$ cat src/hdl/tmr2_pkg.sv
`default_nettype none
package tmr2_pkg;
	// ************************************************************
	// Bus widths
	// ************************************************************
	localparam int ADDR_W = 8;
	localparam int DATA_W = 8;
	localparam int PRE_W  = 10;

	// ************************************************************
	// Register offsets
	// ************************************************************
	localparam logic [ADDR_W-1:0] OFS_IRQ_FLAGS = 8'h37;
	localparam logic [ADDR_W-1:0] OFS_IRQ_MASK  = 8'h70;
	localparam logic [ADDR_W-1:0] OFS_CTRL_A    = 8'hB0;
	localparam logic [ADDR_W-1:0] OFS_CTRL_B    = 8'hB1;
	localparam logic [ADDR_W-1:0] OFS_COUNTER   = 8'hB2;
	localparam logic [ADDR_W-1:0] OFS_CMP_A     = 8'hB3;
	localparam logic [ADDR_W-1:0] OFS_CMP_B     = 8'hB4;
	localparam logic [ADDR_W-1:0] OFS_ASYNC     = 8'hB6;

	// ************************************************************
	// Field positions
	// ************************************************************
	localparam int FORCE_A_BIT  = 7;
	localparam int FORCE_B_BIT  = 6;
	localparam int WGM_HI_BIT   = 3;
	localparam int CS_MSB       = 2;
	localparam int OUTA_MSB     = 7;
	localparam int OUTA_LSB     = 6;
	localparam int OUTB_MSB     = 5;
	localparam int OUTB_LSB     = 4;
	localparam int WGM_LO_MSB   = 1;
	localparam int EXT_CLK_BIT  = 6;
	localparam int ASYNC_BIT    = 5;
	localparam int FLAG_B_BIT   = 2;
	localparam int FLAG_A_BIT   = 1;
	localparam int FLAG_OVF_BIT = 0;
	localparam int IRQ_W        = 3;

	// ************************************************************
	// Reset values and counter limits
	// ************************************************************
	localparam logic [DATA_W-1:0] REG_RESET = 8'h00;
	localparam logic [DATA_W-1:0] BOTTOM    = 8'h00;
	localparam logic [DATA_W-1:0] MAX_VAL   = 8'hFF;

	// ************************************************************
	// Waveform mode low bits and compare output modes
	// ************************************************************
	localparam logic [1:0] WGM_NORMAL = 2'h0;
	localparam logic [1:0] WGM_PHASE  = 2'h1;
	localparam logic [1:0] WGM_CTC    = 2'h2;
	localparam logic [1:0] WGM_FAST   = 2'h3;
	localparam logic [1:0] COM_OFF    = 2'h0;
	localparam logic [1:0] COM_TOGGLE = 2'h1;
	localparam logic [1:0] COM_CLEAR  = 2'h2;
	localparam logic [1:0] COM_SET    = 2'h3;

	// ************************************************************
	// Clock select codes and divider masks
	// ************************************************************
	localparam logic [2:0] CS_STOP  = 3'h0;
	localparam logic [2:0] CS_DIV1  = 3'h1;
	localparam logic [2:0] CS_DIV8  = 3'h2;
	localparam logic [2:0] CS_DIV32 = 3'h3;
	localparam logic [2:0] CS_DIV64 = 3'h4;
	localparam logic [2:0] CS_DIV128 = 3'h5;
	localparam logic [2:0] CS_DIV256 = 3'h6;
	localparam logic [2:0] CS_DIV1024 = 3'h7;
	localparam logic [PRE_W-1:0] MASK_DIV1    = 10'h000;
	localparam logic [PRE_W-1:0] MASK_DIV8    = 10'h007;
	localparam logic [PRE_W-1:0] MASK_DIV32   = 10'h01F;
	localparam logic [PRE_W-1:0] MASK_DIV64   = 10'h03F;
	localparam logic [PRE_W-1:0] MASK_DIV128  = 10'h07F;
	localparam logic [PRE_W-1:0] MASK_DIV256  = 10'h0FF;
	localparam logic [PRE_W-1:0] MASK_DIV1024 = 10'h3FF;
endpackage
`default_nettype wire

$ cat src/hdl/tmr2_ctrl.sv
// The strobed register port is this design's own decision.
`timescale 1ns/1ns
`default_nettype none
module tmr2_ctrl
	import tmr2_pkg::*;
(
	input  wire logic              core_clk,
	input  wire logic              rstn,
	input  wire logic [ADDR_W-1:0] regAddr,
	input  wire logic [DATA_W-1:0] regWrData,
	input  wire logic              regWr,
	input  wire logic              regRd,
	output logic      [DATA_W-1:0] regRdData,
	input  wire logic              globalIrqEnable,
	input  wire logic [IRQ_W-1:0]  vectorAck,
	output logic      [IRQ_W-1:0]  irqReq,
	input  wire logic              osc_input_pin,
	output logic                   waveOutA,
	output logic                   waveOutB,
	output logic                   waveConnA,
	output logic                   waveConnB,
	output logic                   extClkBufEn,
	output logic                   oscRunEn
);

	// ************************************************************
	// State
	// ************************************************************
	// Every register of the block in one word
	// Controls, flags and prescaler all reset to zero
	// Prescaler runs on while stopped, so a new ratio
	// may give a short first period
	// pre is the free divider; rdData is the answer cycle
	typedef struct packed {
		logic [DATA_W-1:0] cnt;
		logic [DATA_W-1:0] cmpA;
		logic [DATA_W-1:0] cmpB;
		logic [1:0]        outModeA;
		logic [1:0]        outModeB;
		logic [1:0]        wgmLo;
		logic              wgmHi;
		logic [2:0]        clkSel;
		logic [IRQ_W-1:0]  irqMask;
		logic [IRQ_W-1:0]  flags;
		logic              extClk;
		logic              asyncSel;
		logic              countDown;
		logic              blockMatch;
		logic [PRE_W-1:0]  pre;
		logic              waveA;
		logic              waveB;
		logic [DATA_W-1:0] rdData;
		logic [2:0]        oscSync;
	} tmr2_state_t;

	tmr2_state_t state_r;
	tmr2_state_t state_nxt;

	// Non-PWM compare action on one pin
	// Off keeps the level; the connect output decides
	// whether it reaches the pad
	function automatic logic waveAction(input logic [1:0] mode, input logic cur);
		logic res;
		res = cur;
		unique case (mode)
			COM_TOGGLE: res = ~cur;
			COM_CLEAR:  res = 1'b0;
			COM_SET:    res = 1'b1;
			COM_OFF:    res = cur;
		endcase
		return res;
	endfunction

	// Divider mask for the selected ratio
	// Tick when all masked divider bits are ones
	// Stop shares the undivided mask; tick is gated off
	function automatic logic [PRE_W-1:0] divMask(input logic [2:0] sel);
		logic [PRE_W-1:0] m;
		m = MASK_DIV1;
		unique case (sel)
			CS_STOP, CS_DIV1: m = MASK_DIV1;
			CS_DIV8:          m = MASK_DIV8;
			CS_DIV32:         m = MASK_DIV32;
			CS_DIV64:         m = MASK_DIV64;
			CS_DIV128:        m = MASK_DIV128;
			CS_DIV256:        m = MASK_DIV256;
			CS_DIV1024:       m = MASK_DIV1024;
		endcase
		return m;
	endfunction

	// ************************************************************
	// Next-state logic
	// ************************************************************
	// Locals first, each given a value below,
	// so nothing is held over from the last pass
	always_comb begin
		logic             oscEdge;
		logic             srcTick;
		logic             tick;
		logic             isPwm;
		logic             isFast;
		logic             isPhase;
		logic [DATA_W-1:0] topVal;
		logic             atTop;
		logic             ovfEvt;
		logic             matchA;
		logic             matchB;
		logic             bottomEvt;
		logic [IRQ_W-1:0] flagSet;
		logic [IRQ_W-1:0] flagClr;
		oscEdge   = 1'b0;
		srcTick   = 1'b0;
		tick      = 1'b0;
		isPwm     = 1'b0;
		isFast    = 1'b0;
		isPhase   = 1'b0;
		topVal    = MAX_VAL;
		atTop     = 1'b0;
		ovfEvt    = 1'b0;
		matchA    = 1'b0;
		matchB    = 1'b0;
		bottomEvt = 1'b0;
		flagSet   = '0;
		flagClr   = '0;
		state_nxt = state_r;

		// Pin synchroniser; only stages 2 and 3 feed the edge detect
		// Third stage only remembers the old level
		// Pin edges must be slower than the core clock
		// by a wide margin, or edges are lost
		state_nxt.oscSync = {state_r.oscSync[1:0], osc_input_pin};
		oscEdge = state_r.oscSync[1] & ~state_r.oscSync[2];

		// Source clock: core clock or oscillator pin edges
		// Core clock source ticks every cycle
		// A pin edge counts about three core clocks late
		srcTick = state_r.asyncSel ? oscEdge : 1'b1;
		if (srcTick) begin
			state_nxt.pre = state_r.pre + 1'b1;
		end
		tick = srcTick && (state_r.clkSel != CS_STOP)
			&& ((state_r.pre & divMask(state_r.clkSel)) == divMask(state_r.clkSel));

		// Mode decode
		// PWM is any mode with the low bit set
		// Reserved modes with the high bit set decode by low bits,
		// with top still taken from compare A
		isPwm   = state_r.wgmLo[0];
		isFast  = (state_r.wgmLo == WGM_FAST);
		isPhase = (state_r.wgmLo == WGM_PHASE);
		topVal  = (state_r.wgmHi || state_r.wgmLo == WGM_CTC) ? state_r.cmpA : MAX_VAL;
		atTop   = (state_r.cnt == topVal);

		// Compare against current count, unless a counter write blocks it
		// Block lasts one timer tick, not one core clock,
		// so slow ratios still lose exactly one match
		matchA = tick && !state_r.blockMatch && (state_r.cnt == state_r.cmpA);
		matchB = tick && !state_r.blockMatch && (state_r.cnt == state_r.cmpB);
		if (tick) begin
			state_nxt.blockMatch = 1'b0;
		end

		// Counting sequence
		// A counter write wins: the write case below
		// overrides cnt after this block
		// Phase mode turns at top and at bottom;
		// overflow marks the turn at bottom
		if (tick) begin
			if (isPhase) begin
				if (!state_r.countDown) begin
					if (atTop) begin
						state_nxt.countDown = 1'b1;
						state_nxt.cnt       = state_r.cnt - 1'b1;
					end else begin
						state_nxt.cnt = state_r.cnt + 1'b1;
					end
				end else if (state_r.cnt == BOTTOM) begin
					state_nxt.countDown = 1'b0;
					state_nxt.cnt       = state_r.cnt + 1'b1;
					ovfEvt              = 1'b1;
				end else begin
					state_nxt.cnt = state_r.cnt - 1'b1;
				end
			end else if (isFast) begin
				state_nxt.countDown = 1'b0;
				state_nxt.cnt       = atTop ? BOTTOM : state_r.cnt + 1'b1;
				ovfEvt              = atTop;
				bottomEvt           = atTop;
			end else if (state_r.wgmLo == WGM_CTC) begin
				state_nxt.countDown = 1'b0;
				state_nxt.cnt       = atTop ? BOTTOM : state_r.cnt + 1'b1;
				ovfEvt              = (state_r.cnt == MAX_VAL);
			end else begin
				state_nxt.countDown = 1'b0;
				state_nxt.cnt       = state_r.cnt + 1'b1;
				ovfEvt              = (state_r.cnt == MAX_VAL);
			end
		end

		// Waveform units
		// Compare equal to top is not special-cased
		// Trade-off: fewer terms, edge duty cycles differ
		if (!isPwm) begin
			if (matchA) begin
				state_nxt.waveA = waveAction(state_r.outModeA, state_r.waveA);
			end
			if (matchB) begin
				state_nxt.waveB = waveAction(state_r.outModeB, state_r.waveB);
			end
		end else begin
			// Mode 2'b01 toggles only channel A, and only with top from compare A
			if (matchA) begin
				unique case (state_r.outModeA)
					COM_TOGGLE: state_nxt.waveA = state_r.wgmHi ? ~state_r.waveA : state_r.waveA;
					COM_CLEAR:  state_nxt.waveA = isFast ? 1'b0 : state_r.countDown;
					COM_SET:    state_nxt.waveA = isFast ? 1'b1 : ~state_r.countDown;
					COM_OFF:    state_nxt.waveA = state_r.waveA;
				endcase
			end
			if (matchB) begin
				unique case (state_r.outModeB)
					COM_CLEAR:        state_nxt.waveB = isFast ? 1'b0 : state_r.countDown;
					COM_SET:          state_nxt.waveB = isFast ? 1'b1 : ~state_r.countDown;
					COM_OFF, COM_TOGGLE: state_nxt.waveB = state_r.waveB;
				endcase
			end
			// Fast mode restores the level at bottom
			if (bottomEvt) begin
				if (state_r.outModeA[1]) begin
					state_nxt.waveA = ~state_r.outModeA[0];
				end
				if (state_r.outModeB[1]) begin
					state_nxt.waveB = ~state_r.outModeB[0];
				end
			end
		end

		// Event flags
		// Vector ack and a written one both clear;
		// merged below with the set terms
		flagSet[FLAG_OVF_BIT] = ovfEvt;
		flagSet[FLAG_A_BIT]   = matchA;
		flagSet[FLAG_B_BIT]   = matchB;
		flagClr = vectorAck;

		// ********************************************************
		// Register writes
		// ********************************************************
		// Unmapped addresses are ignored
		// Force bits act at the write edge and are not stored
		if (regWr) begin
			unique case (regAddr)
				OFS_IRQ_FLAGS: flagClr = flagClr | regWrData[IRQ_W-1:0];
				OFS_IRQ_MASK:  state_nxt.irqMask = regWrData[IRQ_W-1:0];
				OFS_CTRL_A: begin
					state_nxt.outModeA = regWrData[OUTA_MSB:OUTA_LSB];
					state_nxt.outModeB = regWrData[OUTB_MSB:OUTB_LSB];
					state_nxt.wgmLo    = regWrData[WGM_LO_MSB:0];
				end
				OFS_CTRL_B: begin
					state_nxt.wgmHi  = regWrData[WGM_HI_BIT];
					state_nxt.clkSel = regWrData[CS_MSB:0];
					// Forced match: pin only, no flag, no counter clear
					if (!isPwm && regWrData[FORCE_A_BIT]) begin
						state_nxt.waveA = waveAction(state_r.outModeA, state_r.waveA);
					end
					if (!isPwm && regWrData[FORCE_B_BIT]) begin
						state_nxt.waveB = waveAction(state_r.outModeB, state_r.waveB);
					end
				end
				OFS_COUNTER: begin
					state_nxt.cnt        = regWrData;
					state_nxt.blockMatch = 1'b1;
				end
				OFS_CMP_A: state_nxt.cmpA = regWrData;
				OFS_CMP_B: state_nxt.cmpB = regWrData;
				OFS_ASYNC: begin
					state_nxt.extClk   = regWrData[EXT_CLK_BIT];
					state_nxt.asyncSel = regWrData[ASYNC_BIT];
				end
				default: begin
				end
			endcase
		end

		// A new event wins over a clear in the same cycle
		// so a match is never lost to a late clear
		state_nxt.flags = (state_r.flags & ~flagClr) | flagSet;

		// ********************************************************
		// Register reads, answered one cycle later
		// ********************************************************
		// Zero outside the answer cycle, so the read
		// data of several slaves may be ORed
		state_nxt.rdData = REG_RESET;
		if (regRd) begin
			unique case (regAddr)
				OFS_IRQ_FLAGS: state_nxt.rdData[IRQ_W-1:0] = state_r.flags;
				OFS_IRQ_MASK:  state_nxt.rdData[IRQ_W-1:0] = state_r.irqMask;
				OFS_CTRL_A: begin
					state_nxt.rdData[OUTA_MSB:OUTA_LSB] = state_r.outModeA;
					state_nxt.rdData[OUTB_MSB:OUTB_LSB] = state_r.outModeB;
					state_nxt.rdData[WGM_LO_MSB:0]      = state_r.wgmLo;
				end
				OFS_CTRL_B: begin
					// Force strobes and reserved bits stay zero
					state_nxt.rdData[WGM_HI_BIT] = state_r.wgmHi;
					state_nxt.rdData[CS_MSB:0]   = state_r.clkSel;
				end
				OFS_COUNTER: state_nxt.rdData = state_r.cnt;
				OFS_CMP_A:   state_nxt.rdData = state_r.cmpA;
				OFS_CMP_B:   state_nxt.rdData = state_r.cmpB;
				OFS_ASYNC: begin
					state_nxt.rdData[EXT_CLK_BIT] = state_r.extClk;
					state_nxt.rdData[ASYNC_BIT]   = state_r.asyncSel;
				end
				default: state_nxt.rdData = REG_RESET;
			endcase
		end
	end

	// ************************************************************
	// State register
	// ************************************************************
	// Async reset loads constants only
	// and holds every output at its idle level
	always_ff @(posedge core_clk or negedge rstn) begin
		if (!rstn) begin
			state_r <= '0;
		end else begin
			state_r <= state_nxt;
		end
	end

	// ************************************************************
	// Outputs
	// ************************************************************
	assign regRdData   = state_r.rdData;
	// Requests follow flags at once; global enable gates all three
	assign irqReq      = state_r.irqMask & state_r.flags & {IRQ_W{globalIrqEnable}};
	assign waveOutA    = state_r.waveA;
	assign waveOutB    = state_r.waveB;
	// Pin connected whenever out mode is not off,
	// in every waveform mode
	assign waveConnA   = (state_r.outModeA != COM_OFF);
	assign waveConnB   = (state_r.outModeB != COM_OFF);
	// Buffer only matters when the pin is the timer source
	assign extClkBufEn = state_r.extClk & state_r.asyncSel;
	assign oscRunEn    = ~state_r.extClk;

endmodule // tmr2_ctrl
`default_nettype wire

$ cat config.mk
export PLATFORM = sky130hd
export DESIGN_NAME = tmr2_ctrl
export DESIGN_NICKNAME = d
export VERILOG_FILES = /design/src/hdl/tmr2_pkg.sv /design/src/hdl/tmr2_ctrl.sv
export SDC_FILE = /design/constraint.sdc
export NUM_CORES = 1
export LEC_CHECK = 0
export BUFFER_PORTS_ARGS = -buffer_cell sky130_fd_sc_hd__buf_2
export CORE_MARGIN = 10
export CORE_UTILIZATION = 60
export DETAILED_ROUTE_END_ITERATION = 8
export PLACE_DENSITY_LB_ADDON = 0.1
export SETUP_SLACK_MARGIN = 0.1
export SYNTH_ARGS = -nofsm -noshare
export SYNTH_HDL_FRONTEND = slang
export SYNTH_SLANG_ARGS = --single-unit
$ cat constraint.sdc
create_clock -name core_clk -period 4.7 [get_ports core_clk]
set_input_delay 0.94 -clock core_clk [delete_from_list [all_inputs] [get_ports core_clk]]
set_output_delay 0.94 -clock core_clk [all_outputs]
set_load 0.005 [all_outputs]
## Word level (Yosys, flattened, before mapping)

Memories as Yosys holds them, arrays and structs flattened.
Index checks and enable logic that the tools add are counted.

- Input bits: 25
- ROM bits: 160
- Memories kept: 2
- Logic and storage cells: 145
- Bits in registers: 67
- Output and inout port bits: 17

- Reduce and logical (&&, ||, !) cells: 23
- Add/sub/neg operators: 3
- Equality and inequality tests: 22
- Bitwise logic cells: 16
- Multiplexer cells: 60

Memory list:

| name | words | bits a word | rd ports | clocked after memory_dff | wr ports | RTL line | source |
|---|---|---|---|---|---|---|---|
| (no name shown) | 8 | 10 | 1 | 0 | 0 | tmr2_ctrl.sv:80 | `unique case (sel)` |
| (no name shown) | 8 | 10 | 1 | 0 | 0 | tmr2_ctrl.sv:80 |  |

Operator list:

| operator | number |
|---|---|
| $mux 8 | 13 |
| $eq 8x8->1 const B | 7 |
| $mux 37 | 1 |
| $mux 1 | 27 |
| $eq 8x8->1 | 3 |
| $pmux 1 s4 | 6 |
| $pmux 2 s7 | 1 |
| $eq 2x2->1 const B | 6 |
| $reduce_and 2->1 | 6 |
| $add 10x1->10 const B | 1 |
| $and 10x10->10 | 1 |
| $eq 10x10->1 | 1 |
| $pmux 2 s5 | 1 |
| $and 3x3->3 | 3 |
| $mux 3 | 3 |
| $add 8x1->8 const B | 1 |
| $eq 8x6->1 const B | 1 |
| $eq 8x7->1 const B | 1 |
| $logic_not 8->1 | 1 |
| $mux 2 | 4 |
| $sub 8x1->8 const B | 1 |
| $logic_and 1x1->1 | 7 |
| $not 1->1 | 7 |
| $eq 2x1->1 const B | 3 |
| 13 further kinds | 18 |

## Logic depth before layout (Yosys ltp)

Gate-level depths: netlist of the first run.

- Depth after elaboration: 14
- Depth in mapped cells: 11
- Depth with buffers taken out: 9

## Least setup slack after synthesis of the first run

Ideal clock, no wire load.

- Path kind: input to register
- Start point: in regAddr[3]
- End point: reg state_r (netlist bit waveOutB)
- Path slack: 2034 ps
- Setup time: 140 ps
- Path buffers: 1
- Stages on the path: 8
- Required time: 4560 ps
- Arrival time: 2526 ps
- Cells stage by stage: nand3b_1 nor3b_2 nor2b_1 and3_1 buf_2 a22oi_1 a2111oi_0 a31oi_1

RTL lines:

| what | RTL line | source |
|---|---|---|
| from (decl) | tmr2_ctrl.sv:9 | `input wire logic [ADDR_W-1:0] regAddr,` |
| to (signal assigned) | tmr2_ctrl.sv:332 | `state_r <= state_nxt;` |
| to (decl) | tmr2_ctrl.sv:56 | `tmr2_state_t state_r;` |

==> impl_summary.md, run 1 <==
Outcome
The run finished with clean final reports.

GRT
The maximum number of pins on one net before global-route repair is 41. The first global-routing pass estimated 17.2 mm of wire. The via count of the first global-routing pass is 3,243. Across every metal layer, demand over resource in global routing totals 0.217. The residual overflow from global routing is 0. The number of antenna violations at the first check in global routing came to 0.

Synthesis
After synthesis, the share of cell area in mux cells is 0.101. The most common cell in the synthesized netlist is sky130_fd_sc_hd__dfrtp_1. The dominant combinational cell family by area after synthesis is compound AO/OA/AOI/OAI gates. Sorting the synthesized cells by how often they occur yields sky130_fd_sc_hd__dfrtp_1, sky130_fd_sc_hd__nand2_1, sky130_fd_sc_hd__mux2_2.

The average instance area after synthesis is 9.81 sq um. The number of storage elements in the synthesis netlist is 67. Synthesis handed over a netlist of 409 instances. The flip-flop cell with the highest count after synthesis is sky130_fd_sc_hd__dfrtp_1. The number of enable-type register cells in the synthesized netlist is 0. The cell type with the highest aggregate area in the netlist is sky130_fd_sc_hd__dfrtp_1. The adder-cell share of the synthesized area is 0.0125.

The compound-cell area share of the yosys netlist is 0.189. In the synthesized netlist the async set-or-reset flop fraction comes to 1.00. Summing every instance area after synthesis gives 4010 sq um.

Of the post-synthesis cell area, the dominant cell type holds 0.418. Of the total synthesized cell area, the portion taken by AND, OR, NAND and NOR gates is 0.180. Of the synthesized area, sequential elements account for 0.418.

The yosys synthesis warning count is 0. After synthesis, the netlist uses 73 different library cells. When the netlist entered floorplanning its net count stood at 438. The share of the synthesized netlist area taken by xor and xnor gates is 0.0437. Yosys attributes the largest share of cell area to sky130_fd_sc_hd__dfrtp_1, sky130_fd_sc_hd__mux2_2, sky130_fd_sc_hd__xnor2_1.

Die
The number of ports placed on the die boundary is 42. The initialized floorplan defines 29 standard-cell rows. The placeable core region is 6420 sq um. The die height is 102 um. The floorplan step set the die width to 102 um. The die covers 10,400 sq um.

For this configuration, the core starts out at a cell density of 0.625.

Worst hold path
The min-delay analysis places its worst path in the category reg -> reg. The startpoint identified for the worst hold timing path is state_nxt[1]$_DFF_PN0_. The cell depth of the worst min-delay path is 0.

The worst hold path terminates at state_nxt[2]$_DFF_PN0_.

Routing
The ratio of routed vias to standard cells is 6.50. The residual DRC count is 0. The detailed-route wire length per cell is 20.9 um.

The sum of routed wire length over all layers is 10.8 mm. Before antenna repair, the detailed router went through 8 iterations. Detailed routing inserted a total of 3,360 vias. In this run the remaining antenna-violating nets after routing total 0.

The number of violations reported at the end of detailed-routing iteration 0 is 314.

Timing
The count of final setup violators is 0. Setup repair after global routing left no endpoint under its margin. Headroom to the max-slew limit came out at 0.226. The slew of the pin with the lowest slew margin is 1.16 ns. For the finished layout, the period the worst path requires is 2.96 ns.

The final worst clock skew is 0.0100 ns. In the finished design, the share of the clock period the worst path needs comes to 0.629. The number of endpoints with negative hold slack in the final report is 0. The final total negative setup slack is 0 ns. The highest clock frequency the design can meet is 338 MHz. The max-slew violation count came to 0.

Final layout
The finished layout holds 517 standard cells, fillers aside. The final-stage net count is 464. The number of antenna cells inserted is 0. From synthesis to final layout, the design area changed by 9.29%. Fill cells in the final layout number 525. After routing the design area is 4390 sq um.

Once layout is complete, the utilization of the core stands at 0.683. The fraction of final layout cells sized beyond drive strength 1 is 0.255.

Power
The power after layout is 1780 uW. The reported leakage power is 0.00196 uW. IR analysis of the VDD net gives a maximum drop of 0.282 mV.

For this design the total switching power over the nets is 635 uW. The share of total power dissipated in the clock network is 0.306. The share of total power dissipated in sequential elements is 0.453. The power density over the cells is 406 nW/um^2.

The internal power summed over all cells is 1140 uW. The proportion of power drawn by combinational gates is 0.240. Of the total power, the share spent switching nets is 0.357.

Critical path
In this run the worst path has a maximum fanout of 12. The start-to-end type of the worst setup path is reg -> reg. The worst setup path is captured at a flip-flop. The count of cells along the worst register-to-register path is 8. The critical path startpoint category is a flip-flop. The critical path required time is 4.98 ns. The setup check on the worst reg-to-reg path leaves a slack of 1.74 ns. The beginning of the worst register-to-register path is state_nxt[2]$_DFF_PN0_. Data on the critical path arrives at its endpoint at 3.24 ns. The worst register-to-register path ends at waveOutA$_DFF_PN0_.

Clock network
Hold repair after CTS inserted 0 buffers. TritonCTS built the clock tree. For this design, the sink count on the clock tree is 67. Once the clock tree was built, the setup fixing pass inserted 0 buffers. The cell at the root of the clock tree is sky130_fd_sc_hd__clkbuf_8. The count of H-tree levels built during CTS is 3. The total of cells resized after clock tree synthesis is 0. The maximum root-to-sink buffer count is 2. The number of clock buffers inserted by TritonCTS is 9. The insertion delay to the later sink of the worst-skew pair is 0.36 ns. Clock-pin slew was measured on the worst setup and hold paths at 0.08 ns.

Place
The post-DP HPWL is 7.84 mm. The standard cell area after detailed placement is 4160 sq um. Routability-driven placement finished with a final weighted congestion of 0.913. Input and output buffers added on the ports amount to 41. After detailed placement, the design holds a cell count of 501.

Flow run
Across the run, the number of max-cap violations was 0.
flip-flops by register name, indices dropped and copies added (netlist names):
| signal | count |
|---|---|
| waveOutB | 1 |
| regRdData | 8 |
| waveOutA | 1 |
| state_r | 55 |
| state_nxt | 2 |
through the flow:
step / setup slack, ns / hold slack [ns]
global placement: 1.63 / 0.336
detailed placement: 1.60 / 0.345
global route: 1.47 / 0.384
finish: 1.74 / 0.359
CTS: 1.72 / 0.363
floorplan: 2.03 / 0.331
placed cells by master, fill, tap and decap left out, drive strengths merged, types with 3 or more instances in the layout:
cell type  count
nor2b          6
nor3          10
and3           7
a31oi          9
a2111oi        3
o21ai         16
nand4          4
clkbuf         9
nor4           5
a222oi         3
o31ai          3
dfrtp         67
nand2b         7
xnor2         15
nand3b         6
or3            5
nand3         18
a21boi         4
o22ai          3
a221oi         5
nand2         36
xor2           5
a21oi         22
a22oi         11
inv           17
nor2          24
mux2          31
buf           43
ha             4
metal layers:
metal	routed length (um)	vias to the layer above	GRT usage
met4	241	0	0.0935
li1	-	1563	-
met5	0	-	0
met3	949	24	0.0442
met2	4810	185	0.326
met1	4790	1588	0.296
critical path: stages (launching register included):
cell and delay [ns]:
sky130_fd_sc_hd__dfrtp_1 0.35, sky130_fd_sc_hd__inv_1 0.04, sky130_fd_sc_hd__o21ai_1 0.43, sky130_fd_sc_hd__nand3_1 0.20, sky130_fd_sc_hd__a21oi_1 0.93, sky130_fd_sc_hd__nand3_1 0.37
sky130_fd_sc_hd__o21ai_0 0.25, sky130_fd_sc_hd__o221ai_1 0.13, sky130_fd_sc_hd__a31oi_1 0.18
how the worst max path moves through the flow:
stage / start / to / slack, ns / cells past startpoint
finish: state_nxt[2]$_DFF_PN0_ / waveOutA$_DFF_PN0_ / 1.74 / 8
global placement: regAddr[3] / waveOutB$_DFF_PN0_ / 1.63 / 8
detailed placement: regAddr[3] / waveOutB$_DFF_PN0_ / 1.60 / 8
floorplan: regAddr[3] / waveOutB$_DFF_PN0_ / 2.03 / 8
global route: state_nxt[2]$_DFF_PN0_ / waveOutA$_DFF_PN0_ / 1.47 / 8
CTS: state_nxt[2]$_DFF_PN0_ / waveOutA$_DFF_PN0_ / 1.72 / 8
cells by family after synthesis:
logic type / count (synthesis)
XOR/XNOR: 20
multiplexers: 34
buffers and inverters: 43
flip-flops: 67
AO/OA/AOI/OAI: 104
AND/OR/NAND/NOR: 137
adder cells (fa/ha/maj): 4
final cells by class:
type	instances	area, sq um	share of cell area
Inverter	15	58.8	0.0134
Clock inverter	7	98.8	0.0225
Timing Repair Buffer	43	220	0.0502
Sequential cell	67	1680	0.382
Multi-Input combinational cell	299	2110	0.481
Tap cell	77	96.3	0.0220
Clock buffer	9	124	0.0282
power by group through the flow:
stage	clock [uW]	sequential [uW]	combinational, uW
global placement	0	812	411
detailed placement	0	812	420
finish	545	807	428
floorplan	0	717	400
CTS	548	801	423
global route	573	817	475
Note: power is estimated with default switching activity, not from simulation.
==> run 2: changes to the inputs <==
--- a/config.mk
+++ b/config.mk
@@ -7,7 +7,7 @@
 export LEC_CHECK = 0
 export BUFFER_PORTS_ARGS = -buffer_cell sky130_fd_sc_hd__buf_2
 export CORE_MARGIN = 10
-export CORE_UTILIZATION = 60
+export CORE_UTILIZATION = 59
 export DETAILED_ROUTE_END_ITERATION = 8
 export PLACE_DENSITY_LB_ADDON = 0.1
 export SETUP_SLACK_MARGIN = 0.1
==> constraint.sdc (replaced) <==
create_clock -name core_clk -period 2.9 [get_ports core_clk]
set_input_delay 0.58 -clock core_clk [delete_from_list [all_inputs] [get_ports core_clk]]
set_output_delay 0.58 -clock core_clk [all_outputs]
set_load 0.005 [all_outputs]
==> run 2 against run 1 <==
Worst setup slack got worse by 1.4 ns; total power grew 53%; routed wire length is 1.3% higher; non-clock buffer count is 11 higher; largest cell class unchanged.
==> impl_summary.md, run 2 (synthesis results as in run 1) <==
Place
The standard cell area after detailed placement is 4250 sq um (+2.0%). The port buffer count is 41 (unchanged). The post-DP HPWL came to 8.06 mm (+2.8%).

The weighted congestion reported at the end of routability-driven placement is 0.964 (+5.6%).

Clock network
The total of cells resized after clock tree synthesis is 0 (unchanged). The number of clock buffers inserted by TritonCTS is 9 (unchanged). The count of hold-fix buffers inserted at cts came to 0 (unchanged). The clock sink total came to 67 (unchanged).

The maximum root-to-sink buffer count is 2 (unchanged). The clock-pin slew on the worst setup and hold paths is 0.08 ns (about the same). The cell at the root of the clock tree is sky130_fd_sc_hd__clkbuf_8.

The insertion delay to the later sink of the worst-skew pair is 0.35 ns (about the same). TritonCTS built the clock tree. The post-CTS setup buffer count is 0 (unchanged). The count of H-tree levels built during CTS came to 3 (unchanged).

Worst hold path
In this run the worst hold path is classified as in -> async.

Power
The share of power burned in registers came to 0.477 (+0.024). The net switching share of the total power is 0.379 (+0.0218). The power density over the cells is 615 nW/um^2 (+51%).

The reported leakage power is 0.00199 uW (+1.8%). The part of the total power dissipated in the clock network is 0.261 (-0.045). The net switching power is 1030 uW (+62%). The largest vdd supply drop came to 0.491 mV (+74%). The internal power summed over all cells came to 1690 uW (+48%).

The power after layout was 2720 uW (+53%). The proportion of power drawn by combinational gates is 0.261 (+0.021).

Routing
The count of nets left with antenna violations after detail routing came to 0 (unchanged). The residual DRC count is 0 (unchanged). The number of violations reported at the end of detailed-routing iteration 0 came to 281 (-11%). The via total after detailed routing is 3,508 (+4.4%). The ratio of routed vias to standard cells is 6.64 (+2.2%). The detailed-route wire length per cell is 20.7 um (-0.79%).

The count of TritonRoute iterations in the first routing pass is 5 (-3). The sum of routed wire length over all layers is 10.9 mm (+1.3%).

Die
The number of ports placed on the die boundary was 42 (unchanged). The initial cell density of the core is 0.618 (-0.00698). The die height is 102 um (+0.68%). The width of the chip is 102 um (+0.68%). The placeable core region is 6490 sq um (+1.1%).

The die outline area was 10,500 sq um (+1.4%). The number of rows in the core area is 29 (unchanged).

Final layout
The final-stage net count is 475 (+2.4%). Counting flops per register, the top entry is state_r. The flip-flop count of the largest register after layout was 55 (unchanged). The library cell used most frequently in the layout, excluding fill and tap cells, is sky130_fd_sc_hd__dfrtp_1. The area of all placed cells without fillers came to 4420 sq um (+0.86%). The top cell types in the final layout, fill and taps aside, are sky130_fd_sc_hd__dfrtp_1, sky130_fd_sc_hd__buf_2, sky130_fd_sc_hd__nand2_1.

The fraction of final layout cells sized beyond drive strength 1 is 0.273 (+0.0182). The number of antenna cells inserted is 0 (unchanged). The relative area change from synthesis to final layout is 10.2%. The total of fill cells in the finished design was 543 (+3.4%).

Timing
The slew of the pin with the lowest slew margin came to 0.823 ns (-0.338 ns). The final worst clock skew is 0.00915 ns (-0.000863 ns). The number of endpoints with negative hold slack in the final report was 0 (unchanged). Setup repair after global routing left no endpoint under its margin. The highest clock frequency the design can meet is 385 MHz (+14%). The count of final setup violators is 0 (unchanged).

The max-slew violation count is 0 (unchanged). The relative slew slack was 0.447 (+0.221). The final clock period utilization by the worst path is 0.896 (+0.266). The final total negative setup slack was 0 ns (unchanged). The final critical delay including setup and external delays is 2.60 ns (-0.361 ns).

Flow run
The count of maximum capacitance violations was 0 (unchanged).

Critical path
The start-to-end type of the worst setup path is reg -> reg. The worst-path maximum fanout came to 12 (unchanged). STA classifies the critical path endpoint as a flip-flop.

The worst setup path is launched from a flip-flop. The critical path required time is 3.17 ns (-1.81 ns). The data arrival at the endpoint of the critical path is 2.87 ns (-0.37 ns).

GRT
The maximum number of pins on one net before global-route repair came to 28 (-32%). The residual overflow from global routing is 0 (unchanged). The via count of the first global-routing pass came to 3,480 (+7.3%). The number of antenna violations at the first check in global routing was 0 (unchanged). The first-pass GRT wire length is 17.8 mm (+3.4%).

The total global-route track usage was 0.219 (+0.00278).

Outcome
The flow ran to the end, and the final reports show no timing, DRC or antenna violations.
run 2: through the flow:
stage / worst slack, ns / utilization / hold WS, ns / instances
3_3_place_gp: 0.470 / 0.654 / 0.341 / 512
3_5_place_dp: 0.368 / 0.654 / 0.348 / 512
2_1_floorplan: 0.594 / - / 0.284 / 409
6_report: 0.303 / 0.681 / 0.233 / 528
4_1_cts: 0.375 / 0.681 / 0.239 / 528
5_1_grt: 0.229 / 0.681 / 0.273 / 528
run 2: power by group through the flow:
stage | Clock (uW) | Sequential [uW] | Combinational (uW)
6_report | 710 | 1300 | 711
5_1_grt | 750 | 1320 | 788
4_1_cts | 717 | 1290 | 704
3_5_place_dp | 0 | 1310 | 698
3_3_place_gp | 0 | 1310 | 679
2_1_floorplan | 0 | 1160 | 648
run 2: layer usage:
layer | GRT usage | share of wire | vias up
met4 | 0.0911 | 0.026 | 0
met5 | 0 | 0 | -
met2 | 0.336 | 0.45 | 175
met3 | 0.0513 | 0.079 | 31
li1 | - | - | 1586
met1 | 0.292 | 0.44 | 1716
run 2: final timing paths:
| kind | end | slack [ns] | cells after the start | startpoint |
|---|---|---|---|---|
| min in group core_clk | state_nxt[1]$_DFF_PN0_ | 0.33 | 1 | osc_input_pin |
| worst max-delay path | waveOutA$_DFF_PN0_ | 0.30 | 6 | state_r[63]$_DFF_PN0_ |
| worst min-delay path | regRdData[1]$_DFF_PN0_ | 0.23 | 1 | rstn |
| max in group asynchronous | state_r[62]$_DFF_PN0_ | 1.94 | 2 | rstn |
| worst max register to register | waveOutA$_DFF_PN0_ | 0.30 | 6 | state_r[63]$_DFF_PN0_ |
| worst min register to register | state_nxt[2]$_DFF_PN0_ | 0.37 | 0 | state_nxt[1]$_DFF_PN0_ |
run 2: area by class of cell:
| cell class | instances | area (sq um) | share of cell area |
|---|---|---|---|
| clock buffer | 9 | 124 | 0.0280 |
| clock inverter | 7 | 53.8 | 0.0122 |
| inverter | 15 | 58.8 | 0.0133 |
| multi-input combinational | 299 | 2110 | 0.477 |
| sequential | 67 | 1680 | 0.379 |
| tap | 77 | 96.3 | 0.0218 |
| timing repair buffer | 54 | 303 | 0.0685 |
run 2: critical path, stage by stage (launching register included):
cell and delay [ns]:
sky130_fd_sc_hd__dfrtp_1 0.63, sky130_fd_sc_hd__inv_1 0.16, sky130_fd_sc_hd__a2111oi_0 0.63, sky130_fd_sc_hd__nand3_1 0.35
sky130_fd_sc_hd__o21ai_0 0.35, sky130_fd_sc_hd__o221ai_1 0.20, sky130_fd_sc_hd__a31oi_1 0.20
==> run 3: changes to the inputs <==
==> constraint.sdc (replaced) <==
create_clock -name core_clk -period 2.4 [get_ports core_clk]
set_input_delay 0.48 -clock core_clk [delete_from_list [all_inputs] [get_ports core_clk]]
set_output_delay 0.48 -clock core_clk [all_outputs]
set_load 0.005 [all_outputs]
==> run 3 against run 2 <==
Flip-flop and latch count stayed put; global-route usage is 1.2 points higher; sequential power is 16% higher; cell count is 5.7% higher; design area is 7.6% higher; register-to-register slack worse by 0.16 ns; clock power is 34% higher; first-iteration DRC count is 29% higher; die area stayed put; count of clock-buffer cells in the layout is 3 higher; critical path type unchanged; largest power group unchanged.
==> impl_summary.md, run 3 (synthesis results as in run 1) <==
Outcome
The run finished with clean final reports.

Timing
The final total negative setup slack is 0 ns (unchanged). The final clock period utilization by the worst path is 0.940 (+0.0444). The count of final setup violators is 0 (unchanged).

The final critical delay including setup and external delays is 2.26 ns (-0.341 ns). Setup repair after global routing could not meet its margin everywhere. The relative slew slack is 0.644 (+0.197). The highest clock frequency the design can meet is 443 MHz (+15%). The final setup slack of the worst path is 0.144 ns (-0.159 ns). The number of endpoints with negative hold slack in the final report is 0 (unchanged). The final worst clock skew is 0.0104 ns (+0.00125 ns). The max-slew violation count is 0 (unchanged). The slew of the pin with the lowest slew margin is 0.534 ns (-0.289 ns).

Clock network
The maximum root-to-sink buffer count is 2 (unchanged). The count of hold-fix buffers inserted at cts is 0 (unchanged). The clock sink total was 67 (unchanged).

The cell at the root of the clock tree is sky130_fd_sc_hd__clkbuf_8. The insertion delay to the later sink of the worst-skew pair is 0.35 ns (about the same). The count of H-tree levels built during CTS is 3 (unchanged). The clock-pin slew on the worst setup and hold paths was 0.08 ns (about the same). The number of clock buffers inserted by TritonCTS is 9 (unchanged). TritonCTS built the clock tree.

GRT
The global routing met2 resource utilization is 0.349 (+0.0128). The number of antenna violations at the first check in global routing came to 0 (unchanged). The busiest metal layer after global routing is met2. The total global-route track usage came to 0.231 (+0.0117). The met3 global-route usage is 0.0526 (+0.00135). The met1 routing resource usage after global routing is 0.318 (+0.0254). The maximum number of pins on one net before global-route repair is 47 (+68%). The residual overflow from global routing is 0 (unchanged). The first-pass GRT wire length is 18.8 mm (+5.3%). The via count of the first global-routing pass came to 3,553 (+2.1%).

Routing
The via total after detailed routing came to 3,667 (+4.5%). The ratio of routed vias to standard cells is 6.57 (-1.1%). The detailed-route wire length per cell was 21.0 um (+1.5%).

The sum of routed wire length over all layers is 11.7 mm (+7.3%). The count of TritonRoute iterations in the first routing pass is 6 (+1). The residual DRC count is 0 (unchanged). The number of violations reported at the end of detailed-routing iteration 0 came to 362 (+29%). The count of nets left with antenna violations after detail routing is 0 (unchanged).

Power
The internal power summed over all cells is 2350 uW (+39%). The proportion of power drawn by combinational gates is 0.326 (+0.065). The power after layout is 3650 uW (+34%). The largest vdd supply drop came to 0.545 mV (+11%).

The net switching power was 1290 uW (+26%). The net switching share of the total power is 0.354 (-0.0242). The share of power burned in registers is 0.413 (-0.064). The part of the total power dissipated in the clock network is 0.261 (about the same). The reported leakage power is 0.00217 uW (+8.8%). The power density over the cells is 766 nW/um^2 (+25%).

Place
The port buffer count was 41 (unchanged). The post-DP HPWL is 8.50 mm (+5.5%). The worst setup timing slack at the placement stage was 0.00627 ns (-0.361 ns). The standard cell area after detailed placement is 4410 sq um (+3.8%). The weighted congestion reported at the end of routability-driven placement came to 0.951 (-1.3%).

Die
The number of ports placed on the die boundary came to 42 (unchanged). The placeable core region is 6490 sq um (unchanged). The width of the chip is 102 um (unchanged). The die height came to 102 um (unchanged). The die outline area was 10,500 sq um (unchanged). The number of rows in the core area is 29 (unchanged). The initial cell density of the core is 0.618 (unchanged).

Critical path
The beginning of the worst register-to-register path is state_r[64]$_DFF_PN0_. The count of cells along the worst register-to-register path was 8 (+2). In this run the critical register-to-register path is captured at state_r[61]$_DFF_PN0_. The kind of capture point of the worst setup path is a flip-flop. The slack of the worst reg-to-reg path was 0.14 ns (-0.16 ns). The critical path is of the reg -> reg type. The worst-path maximum fanout is 7 (-5). The critical path required time is 2.66 ns (-0.51 ns). The critical path startpoint category is a flip-flop. The data arrival at the endpoint of the critical path is 2.52 ns (-0.35 ns). The destination of the critical timing path is state_r[61]$_DFF_PN0_. The critical path launch point is state_r[64]$_DFF_PN0_.

Final layout
The final core area utilization is 0.733 (+0.0518). The fraction of final layout cells sized beyond drive strength 1 came to 0.345 (+0.0724). The flip-flop count of the largest register after layout is 55 (unchanged). The area of all placed cells without fillers is 4760 sq um (+7.6%). Relative to the synthesized area, the layout overhead comes to 18.6%. The number of antenna cells inserted was 0 (unchanged). The final-stage net count was 505 (+6.3%).

The commonest non-fill, non-tap cell in the layout is sky130_fd_sc_hd__dfrtp_1. In the layout the commonest cells are sky130_fd_sc_hd__dfrtp_1, sky130_fd_sc_hd__buf_2, sky130_fd_sc_hd__buf_4. The largest register by flop count is state_r.

Flow run
The count of maximum capacitance violations is 0 (unchanged).

Worst hold path
The type of the worst min-delay path is in -> async.
run 3: changes by cell type in the layout (fill, tap and decap cells not counted), moves of 2 or more:
| cell | before | now |
|---|---|---|
| sky130_fd_sc_hd__buf_12 | 0 | 2 |
| sky130_fd_sc_hd__clkbuf_1 | 0 | 2 |
| sky130_fd_sc_hd__dfrtp_2 | 0 | 7 |
| sky130_fd_sc_hd__clkinv_4 | 2 | 0 |
| sky130_fd_sc_hd__buf_4 | 13 | 40 |
| sky130_fd_sc_hd__dfrtp_1 | 67 | 60 |
run 3: worst max-delay path, cell delays in order, from the launching register on:
cell and delay [ns]:
sky130_fd_sc_hd__dfrtp_2 0.50, sky130_fd_sc_hd__inv_4 0.11, sky130_fd_sc_hd__o2111a_2 0.26, sky130_fd_sc_hd__a41oi_4 0.15
sky130_fd_sc_hd__o31ai_4 0.36, sky130_fd_sc_hd__and2_4 0.24, sky130_fd_sc_hd__a22oi_2 0.05, sky130_fd_sc_hd__or3_1 0.31
sky130_fd_sc_hd__a31oi_1 0.20
run 3: power groups by stage:
| stage | Combinational, uW | Sequential [uW] | Clock (uW) |
|---|---|---|---|
| 5_1_grt | 1300 | 1530 | 1010 |
| 6_report | 1190 | 1510 | 951 |
| 2_1_floorplan | 783 | 1400 | 0 |
| 3_5_place_dp | 1050 | 1510 | 0 |
| 4_1_cts | 1070 | 1500 | 957 |
| 3_3_place_gp | 1040 | 1510 | 0 |
run 3: area by class of cell:
cell class                 instances  area, sq um
clock buffer                      12          145
clock inverter                     4         50.0
fill                             521         1740
inverter                          15         61.3
multi-input combinational        299         2160
sequential                        67         1690
tap                               77         96.3
timing repair buffer              84          557
run 3: metal layers:
layer	share of wire	wire, um
met2	0.45	5300
met5	0	0
met1	0.43	5060
met3	0.095	1120
met4	0.021	247
run 3: worst min path at each step:
stage	from	endpoint	slack, ns	cells past startpoint
2_1_floorplan	rstn	regRdData[0]$_DFF_PN0_	0.18	0
3_3_place_gp	state_nxt[1]$_DFF_PN0_	state_nxt[2]$_DFF_PN0_	0.33	0
3_5_place_dp	state_nxt[1]$_DFF_PN0_	state_nxt[2]$_DFF_PN0_	0.35	0
4_1_cts	rstn	regRdData[2]$_DFF_PN0_	0.12	1
5_1_grt	rstn	regRdData[2]$_DFF_PN0_	0.13	1
6_report	rstn	regRdData[2]$_DFF_PN0_	0.10	1
run 3: through the flow:
step,std cells,hold slack [ns]
finish,558,0.100
CTS,549,0.115
detailed placement,530,0.346
floorplan,409,0.184
global placement,530,0.332
global route,558,0.132
run 3: what timing repair did:
action / 4_1_cts / 5_1_grt
pin swaps: 1 / 7
gates resized for setup: 5 / 17
setup endpoints to repair: 4 / 10
setup buffers: 3 / 9
